File: src/include/comparator_regs_pkg.sv
// Register map, field layout, timing and carriers of the comparator register bank
// Assumes a single core_clk domain shared with the comparator cores and event fabric
package comparator_regs_pkg;

   // ============================================================
   // Sizes
   localparam int unsigned ADDR_W = 6;   // Byte address width
   localparam int unsigned N_CH = 4;     // Comparator channels
   localparam int unsigned N_WIN = 2;    // Window pairs
   localparam int unsigned N_IRQ = 6;    // Interrupt sources
   localparam int unsigned N_EV_DEF = 2; // Event lines per channel

   // ============================================================
   // Byte offsets
   localparam logic [5:0] OFS_CONTROL_MAIN = 6'h00;
   localparam logic [5:0] OFS_SINGLE_SHOT_START = 6'h01;
   localparam logic [5:0] OFS_EVENT_ROUTING_LO = 6'h02;
   localparam logic [5:0] OFS_EVENT_ROUTING_HI = 6'h03;
   localparam logic [5:0] OFS_IRQ_ENABLE_CLEAR = 6'h04;
   localparam logic [5:0] OFS_IRQ_ENABLE_SET = 6'h05;
   localparam logic [5:0] OFS_IRQ_FLAGS = 6'h06;
   localparam logic [5:0] OFS_SYNC_BUSY_FLAGS = 6'h20;

   // ============================================================
   // Field positions
   localparam int unsigned CTRL_SOFTWARE_RESET_BIT = 0;   // Software reset
   localparam int unsigned CTRL_ENABLE_BIT = 1;  // Global enable
   localparam int unsigned EV_CH_EO_LSB = 0;     // Channel event output enables
   localparam int unsigned EV_WIN_EO_LSB = 4;    // Window event output enables
   localparam int unsigned EV_TRIG_LSB = 8;      // Event input trigger enables
   localparam int unsigned EV_INV_LSB = 12;      // Event input inversion
   localparam int unsigned IRQ_CH_LSB = 0;       // Channel interrupts
   localparam int unsigned IRQ_WIN_LSB = 4;      // Window interrupts

   // ============================================================
   // Reset values and timing
   localparam logic [15:0] RST_EVENT_ROUTING = 16'h0000;
   localparam logic [5:0] RST_IRQ = 6'h00;
   localparam int unsigned SYNC_CYCLES_DEF = 3; // Peripheral-side sync delay

   // Access size of one bus transfer
   typedef enum logic [1:0] {
      SIZE_BYTE = 2'b00,
      SIZE_HALF = 2'b01,
      SIZE_WORD = 2'b10
   } access_size_t;

   // Synchroniser sequence, Gray along idle->enable->reset
   typedef enum logic [1:0] {
      SYNC_IDLE = 2'b00,
      SYNC_EN = 2'b01,
      SYNC_RST = 2'b11
   } sync_state_t;

   // Register bus request
   typedef struct packed {
      logic [ADDR_W-1:0] addr;
      access_size_t size;
      logic [31:0] wdata;
      logic we;
      logic re;
   } bus_req_t;

   // Whole state of the bank
   typedef struct packed {
      logic enable;               // Enable as written
      logic periph_en;            // Enable as reached by the core
      sync_state_t sync;          // Sync sequence
      logic [3:0] cnt;            // Sync countdown
      logic [15:0] event_routing_control;        // Event routing control
      logic [N_IRQ-1:0] inten;    // Shared interrupt enables
      logic [N_IRQ-1:0] flags;    // Interrupt flags
      logic [N_CH-1:0] ev_prev;   // Previous event level
      logic [N_CH-1:0] start;     // Comparison trigger pulses
      logic [N_CH-1:0] ch_ev;     // Channel event outputs
      logic [N_WIN-1:0] win_ev;   // Window event outputs
      logic [31:0] rdata;         // Read data
   } state_t;

endpackage : comparator_regs_pkg

File: src/verilog/comparator_control_register_bank.sv
// Control register bank of a four-channel analog comparator
// Assumes bus, guard, event fabric and comparator cores all run on core_clk
// Contract
// Byte, half and word accesses, any lane
// Guard lock blocks protected register writes
// Event routing writable only while disabled
// Enable reads back, busy until applied
// Channel also needs own enable
// Software reinitialises by reset, not toggling
// Software reset clears all, disables block
// Reset write discards other written fields
// Reset bit and busy clear together
// Start launches only single-shot enabled channel
// Start bits always read zero
// Inversion bit inverts channel event input
// Trigger enable lets events start comparison
// Any connected event fires the action
// Window event outputs gated by enables
// Channel event outputs gated by enables
// Enable-clear reads state, ones disable
// Set and clear share enable state
// Enable-set window 0 bit enables
// Other enable-set bits behave alike
// Request while flag and enable set
// Ones clear flags, zeros ignored
//
// The address-and-strobe port was left to the implementer.
module comparator_control_register_bank
   import comparator_regs_pkg::*;
#(
   parameter int unsigned SYNC_CYCLES = SYNC_CYCLES_DEF,
   parameter int unsigned N_EV = N_EV_DEF
)
(
   input wire logic core_clk,
   input wire logic rst,
   input wire logic clk_en,
   input wire bus_req_t req,
   output logic [31:0] reg_rdata,
   input wire logic guard_lock,
   input wire logic [N_CH-1:0] channel_enable,
   input wire logic [N_CH-1:0] channel_single,
   input wire logic [N_CH-1:0] channel_state,
   input wire logic [N_WIN-1:0] window_inside,
   input wire logic [N_IRQ-1:0] irq_set_pulse,
   input wire logic [N_EV*N_CH-1:0] event_in,
   output logic [N_CH-1:0] comparison_trigger,
   output logic [N_CH-1:0] channel_event_out,
   output logic [N_WIN-1:0] window_event_out,
   output logic periph_enabled,
   output logic irq_request
);

   // ============================================================
   // Elaboration checks
   if (SYNC_CYCLES < 1 || SYNC_CYCLES > 15 || N_EV < 1)
   begin : g_bad_param
      $error("Unsupported parameter value");
   end

   localparam logic [3:0] SYNC_LOAD = 4'(SYNC_CYCLES);

   // ============================================================
   // Helpers

   // Byte count of an access
   function automatic logic [2:0] size_len(access_size_t sz);
      unique case (sz)
         SIZE_WORD: return 3'd4;
         SIZE_HALF: return 3'd2;
         default: return 3'd1;
      endcase
   endfunction : size_len

   // Hit flag and lane of a target byte within an access
   function automatic logic [2:0] lane_hit(bus_req_t r, logic [5:0] tgt);
      logic [6:0] diff;
      diff = {1'b0, tgt} - {1'b0, r.addr};
      if (!diff[6] && diff < {4'b0000, size_len(r.size)})
         return {1'b1, diff[1:0]};
      return 3'b000;
   endfunction : lane_hit

   // Write data byte on a lane
   function automatic logic [7:0] lane_byte(logic [31:0] d, logic [1:0] lane);
      return d[{lane, 3'b000} +: 8];
   endfunction : lane_byte

   // Read value of one byte address
   function automatic logic [7:0] reg_byte(state_t s, logic [5:0] tgt);
      unique case (tgt)
         OFS_CONTROL_MAIN:
            return {6'b000000, s.enable, s.sync == SYNC_RST};
         OFS_EVENT_ROUTING_LO: return s.event_routing_control[7:0];
         OFS_EVENT_ROUTING_HI: return s.event_routing_control[15:8];
         OFS_IRQ_ENABLE_CLEAR, OFS_IRQ_ENABLE_SET: return {2'b00, s.inten};
         OFS_IRQ_FLAGS: return {2'b00, s.flags};
         OFS_SYNC_BUSY_FLAGS:
            return {6'b000000, s.sync == SYNC_EN, s.sync == SYNC_RST};
         default: return 8'h00; // Start bits, unmapped
      endcase
   endfunction : reg_byte

   // ============================================================
   // State
   state_t s_q; // Registered state
   state_t s_d; // Next state

   logic [2:0] h_ctrl, h_start, h_ev_lo, h_ev_hi, h_iec, h_ies, h_flag; // Lane hits per byte
   logic wr_ok; // Write accepted at all
   logic software_reset_req; // Software reset written
   logic rst_done; // Reset sequence completes
   logic ev_locked; // Event routing enable-protected
   logic [N_IRQ-1:0] flag_clr; // Flags cleared by write
   logic [N_CH-1:0] sw_trig; // Start strobes written
   logic [N_CH-1:0] ev_lvl; // Combined event level
   logic [N_CH-1:0] ev_trig; // Event-caused starts

   // Next-state logic
   always_comb
   begin
      s_d = s_q;
      s_d.rdata = '0;
      flag_clr = '0;
      sw_trig = '0;
      rst_done = 1'b0;
      h_ctrl = lane_hit(req, OFS_CONTROL_MAIN);
      h_start = lane_hit(req, OFS_SINGLE_SHOT_START);
      h_ev_lo = lane_hit(req, OFS_EVENT_ROUTING_LO);
      h_ev_hi = lane_hit(req, OFS_EVENT_ROUTING_HI);
      h_iec = lane_hit(req, OFS_IRQ_ENABLE_CLEAR);
      h_ies = lane_hit(req, OFS_IRQ_ENABLE_SET);
      h_flag = lane_hit(req, OFS_IRQ_FLAGS);
      // Writes are ignored while a reset is pending
      wr_ok = req.we && s_q.sync != SYNC_RST;
      software_reset_req = wr_ok && h_ctrl[2] && !guard_lock
         && 1'(lane_byte(req.wdata, h_ctrl[1:0]) >> CTRL_SOFTWARE_RESET_BIT);
      ev_locked = s_q.enable || s_q.periph_en;

      // Sync sequencer
      unique case (s_q.sync)
         SYNC_IDLE: ; // Nothing pending
         SYNC_EN:
         begin
            if (s_q.cnt == 4'h1)
            begin
               s_d.periph_en = s_q.enable;
               s_d.sync = SYNC_IDLE;
            end
            else
               s_d.cnt = s_q.cnt - 4'h1;
         end
         SYNC_RST:
         begin
            // Countdown; the final cycle clears everything below
            rst_done = s_q.cnt == 4'h1;
            s_d.cnt = s_q.cnt - 4'h1;
         end
         default:
            s_d.sync = SYNC_IDLE; // Illegal code recovers
      endcase

      // Register writes
      if (software_reset_req)
      begin
         // Reset wins, rest of the access dropped
         s_d.sync = SYNC_RST;
         s_d.cnt = SYNC_LOAD;
      end
      else if (wr_ok)
      begin
         // Global enable
         if (h_ctrl[2] && !guard_lock)
         begin
            s_d.enable = 1'(lane_byte(req.wdata, h_ctrl[1:0]) >> CTRL_ENABLE_BIT);
            s_d.sync = SYNC_EN;
            s_d.cnt = SYNC_LOAD;
         end
         // Start strobes, never stored
         if (h_start[2])
            sw_trig = N_CH'(lane_byte(req.wdata, h_start[1:0]));
         // Event routing, locked while enabled
         if (h_ev_lo[2] && !guard_lock && !ev_locked)
            s_d.event_routing_control[7:0] = lane_byte(req.wdata, h_ev_lo[1:0]);
         if (h_ev_hi[2] && !guard_lock && !ev_locked)
            s_d.event_routing_control[15:8] = lane_byte(req.wdata, h_ev_hi[1:0]);
         // Shared enables: clear then set
         if (h_iec[2] && !guard_lock)
            s_d.inten = s_d.inten & ~N_IRQ'(lane_byte(req.wdata, h_iec[1:0]));
         if (h_ies[2] && !guard_lock)
            s_d.inten = s_d.inten | N_IRQ'(lane_byte(req.wdata, h_ies[1:0]));
         // Flag clear by ones
         if (h_flag[2])
            flag_clr = N_IRQ'(lane_byte(req.wdata, h_flag[1:0]));
      end

      // Flags: a set in the clear cycle wins
      s_d.flags = (s_q.flags & ~flag_clr) | irq_set_pulse;

      // Event inputs: any line fires, then invert
      for (int c = 0; c < N_CH; c++)
      begin
         ev_lvl[c] = 1'b0;
         for (int e = 0; e < N_EV; e++)
            ev_lvl[c] = ev_lvl[c] | event_in[e * N_CH + c];
         ev_lvl[c] = ev_lvl[c] ^ s_q.event_routing_control[EV_INV_LSB + c];
      end
      ev_trig = ev_lvl & ~s_q.ev_prev
         & s_q.event_routing_control[EV_TRIG_LSB +: N_CH];
      s_d.ev_prev = ev_lvl;

      // Comparison launch
      s_d.start = ((sw_trig & channel_single) | ev_trig)
         & channel_enable & {N_CH{s_q.periph_en}};

      // Event outputs
      s_d.ch_ev = channel_state & s_q.event_routing_control[EV_CH_EO_LSB +: N_CH]
         & {N_CH{s_q.periph_en}};
      s_d.win_ev = window_inside & s_q.event_routing_control[EV_WIN_EO_LSB +: N_WIN]
         & {N_WIN{s_q.periph_en}};

      // Completed reset returns every field except read data to zero
      if (rst_done)
         s_d = '0;

      // Read data, one cycle after the strobe
      for (int k = 0; k < 4; k++)
      begin
         if (req.re && 3'(k) < size_len(req.size))
            s_d.rdata[8 * k +: 8] = reg_byte(s_q, 6'(req.addr + 6'(k)));
      end
   end

   // State register with clock enable
   always_ff @(posedge core_clk)
   begin
      if (rst)
         s_q <= '0;
      else if (clk_en)
         s_q <= s_d;
   end

   // ============================================================
   // Outputs
   assign reg_rdata = s_q.rdata;
   assign comparison_trigger = s_q.start;
   assign channel_event_out = s_q.ch_ev;
   assign window_event_out = s_q.win_ev;
   assign periph_enabled = s_q.periph_en;
   assign irq_request = |(s_q.flags & s_q.inten);
endmodule : comparator_control_register_bank

File: config.mk
export PLATFORM = sky130hd
export DESIGN_NAME = comparator_control_register_bank
export DESIGN_NICKNAME = d
export VERILOG_FILES = /design/src/include/comparator_regs_pkg.sv /design/src/verilog/comparator_control_register_bank.sv
export SDC_FILE = /design/constraint.sdc
export NUM_CORES = 1
export LEC_CHECK = 0
export BUFFER_PORTS_ARGS = -buffer_cell sky130_fd_sc_hd__buf_4
export CAP_MARGIN = 25
export CELL_PAD_IN_SITES_DETAIL_PLACEMENT = 1
export CELL_PAD_IN_SITES_GLOBAL_PLACEMENT = 2
export CORE_MARGIN = 2
export CORE_UTILIZATION = 36
export CTS_CLUSTER_SIZE = 14
export DETAILED_ROUTE_END_ITERATION = 6
export MAX_ROUTING_LAYER = met4
export PLACE_DENSITY_LB_ADDON = 0.1
export SETUP_SLACK_MARGIN = 0.05
export SLEW_MARGIN = 10
export SYNTH_ARGS = -nofsm -noshare
export SYNTH_HDL_FRONTEND = slang
export SYNTH_SLANG_ARGS = --single-unit
File: constraint.sdc
create_clock -name core_clk -period 10.4 [get_ports core_clk]
set_input_delay 1.04 -clock core_clk [delete_from_list [all_inputs] [get_ports core_clk]]
set_output_delay 1.04 -clock core_clk [all_outputs]
set_load 0.03 [all_outputs]
==> results.cfg <==
[run_status]
status = finished clean

[synthesis]
synth_top_area_share = 0.242
synth.most_common_cell = dfxtp_1
synth_edf_count = 0
synthFlopType = dfxtp_1
synth_nets = 959
yosysTopAreaCell = dfxtp_1
ys_seq_area_frac = 0.242
syn_avg_cell_area_um2 = 7.92
synth_xor_xnor_area_share = 0.0241
synth_fa_ha_area_frac = 0.0497
netlist_area_mm2 = 0.00680
synth.distinct_cells = 84
synthMuxAreaShare = 0.0646
synthTopCellsByCount = 82 x dfxtp_1, 81 x nor2_1, 80 x nand2_1
yosysWarningCount = 0
synth_simple_gate_area_frac = 0.214
synthTopCellsByArea = dfxtp_1 24%, ha_1 5.0%, buf_4 4.6%, nor2_1 4.5%, nand2_1 4.4%
ys_ff_latch = 82
async_flop_share = 0
synth_compound_area_frac = 0.313
synth_top_family_by_area = compound AO/OA/AOI/OAI gates
synth_cells = 858

[global_routing]
grt_usage = 0.302
grt_max_degree = 74
use_met1 = 0.374
grt-busiest-layer = met2
gr-usage-met2 = 0.504
overflow = 0
antenna_found_initial = 0
grtUsageMet3 = 0.0456
grt_pass1_wl_um = 44300
grt_pass1_vias = 7268

[cells_and_area]
area_growth_pct = 14.7
layout.nets = 994
fillCellCount = 2250
num_antenna_cells = 0
drive_gt1_frac = 0.188

[setup_path]
r2r-start = s_q[75]
cp_cell_sequence = buf_4, clkinv_1, ha_1, xor2_2, inv_1, ha_1, and2_1, a31oi_1, nor4bb_1, buf_4, nand2b_1, nor3_1, a32o_1
cp_slowest_stage_delay_ns = 0.86
cp-startpoint = req[36]
start_kind = primary input
critPathSlowestCell = nor3_1
crit_fanout = 21
cp.arrival_ns = 5.58
worst_ep_required_time_ns = 10.70
worst-setup-path-type = primary input to register
endpoint_kind = register

[cts]
root_buffer = clkbuf_16
numCtsBuffers = 9
cts_resized = 0
cts_tree = built
clk_latency_ns = 0.35
post-cts-setup-buffers = 0
htree_levels = 3
cts.path.max_buffers = 2
cts.sinks = 82
cts.clk_slew.worst_paths_ns = 0.07
ctsHoldBuffers = 0

[timing]
setup_viol = 0
timing.slew.headroom = 0.327
fmax_ghz = 0.189
finalMaxSlewViolations = 0
post-route-period-util = 0.508
skew_ns = 0.0102
rsz0062_at_grt = no
hold_ws_ns = 0.462
period_needed_ns = 5.29
worstMarginPinSlew_ns = 0.983
tns_ns = 0
finalHoldViolations = 0

[pwr]
internal_power_uw = 604
p_comb_frac = 0.207
leakagePower_uw = 0.00299
sequentialPowerShare = 0.373
sw_frac_of_total = 0.306
ir_drop_v = 0.0000747
power_density_mw_per_mm2 = 112
p_switching_uw = 267
p_clk_frac = 0.420

[floorplanning]
initial_core_util = 0.364
die_area_mm2 = 0.0200
core_area_mm2 = 0.0186
die_y_um = 141
ios = 118
rows = 50
dieWidth_um = 141

[place]
globalplace.congestion = 0.981
io_buffers = 117
dpl.hpwl_um = 22000

[hold_path]
min_from = reg_rdata[9]
min_path_type = register to register

[drt]
antenna_left = 0
wl_um = 29600
via_per_inst = 6.36
firstDrtPassIters = 6
drt-initial-drc-count = 505
drc = 0
num_vias = 7200
wl_per_cell_um = 26.2

[run]
max_cap_violations = 0
## sequential cells by signal, summed over array words and instances, names as in the netlist
signal and flops:
periph_enabled 1, window_event_out 2, s_q 39, channel_event_out 4, comparison_trigger 4, reg_rdata 32
## critical path: cells and delay by family
kind	cells	cell delay, ns
and+or+nand+nor	4	1.41
buffers and inverters	4	1.09
adders and majority gates	2	1.05
xor gates and xnor gates	1	0.60
AOI/OAI and AO/OA	2	0.36
## metrics by stage
step / total power [uW] / std cells / setup slack (ns) / area [um^2] / util
5_1_grt: 902 / 1132 / 4.86 / 7790 / 0.418
6_report: 871 / 1132 / 5.11 / 7790 / 0.418
4_1_cts: 875 / 1131 / 5.24 / 7780 / 0.418
3_3_place_gp: 505 / 1115 / 5.06 / 7450 / 0.400
2_1_floorplan: 435 / 858 / 5.54 / 6800 / -
3_5_place_dp: 509 / 1115 / 4.88 / 7450 / 0.400
## final cells by class
cell class | instances | area [um^2] | area share
inverter | 22 | 82.6 | 0.0106
clock buffer | 10 | 239 | 0.0307
timing repair buffer | 123 | 923 | 0.118
clock inverter | 6 | 95.1 | 0.0122
sequential | 82 | 1640 | 0.211
multi-input combinational | 655 | 4520 | 0.580
tap | 234 | 293 | 0.0376
## logic make-up after synthesis
| group | Yosys count |
|---|---|
| xor gates and xnor gates | 17 |
| and+or+nand+nor | 296 |
| AOI/OAI and AO/OA | 279 |
| adders and majority gates | 27 |
| buffers and inverters | 121 |
| muxes | 36 |
| DFF | 82 |
## power by group through the flow
| stage | registers [uW] | clock network, uW | logic [uW] |
|---|---|---|---|
| finish | 325 | 366 | 180 |
| detailed placement | 332 | 0 | 177 |
| CTS | 325 | 373 | 177 |
| global placement | 332 | 0 | 173 |
| floorplan | 328 | 0 | 107 |
| global route | 325 | 383 | 194 |
## worst paths after layout
check	to	slack, ns	depth (start not counted)
max	s_q[72]	5.11	13
min	reg_rdata[9]	0.46	2
max reg2reg	s_q[59]	7.54	8
min reg2reg	reg_rdata[9]	0.46	2
## cell usage in the layout (no fill, tap or decap), types with 6 or more instances in the layout
cell       instances
a21boi_0           7
a21o_1             7
a21oi_1           45
a221o_1           14
a221oi_1          21
a22o_1            19
a22oi_1           20
a31oi_1            6
a32o_1            14
a32oi_1            8
and3_1             9
buf_4            123
clkbuf_16          9
dfxtp_1           82
ha_1              27
inv_1             18
mux2i_1           27
mux4_2             6
nand2_1           80
nand2b_1          10
nand3_1           28
nand3b_1          12
nor2_1            81
nor2b_1           13
nor3_1            23
o211ai_1           8
o21ai_0           32
o22ai_1            8
o31ai_1            7
xnor2_1           13
## per-layer routing
layer / vias up / share of wire / wire, um
li1: 3278 / - / -
met1: 3561 / 0.42 / 12600
met2: 289 / 0.48 / 14300
met3: 72 / 0.054 / 1610
met4: 0 / 0.037 / 1110
met5: - / 0 / 0
No activity file was read; power rests on OpenSTA's default activity.
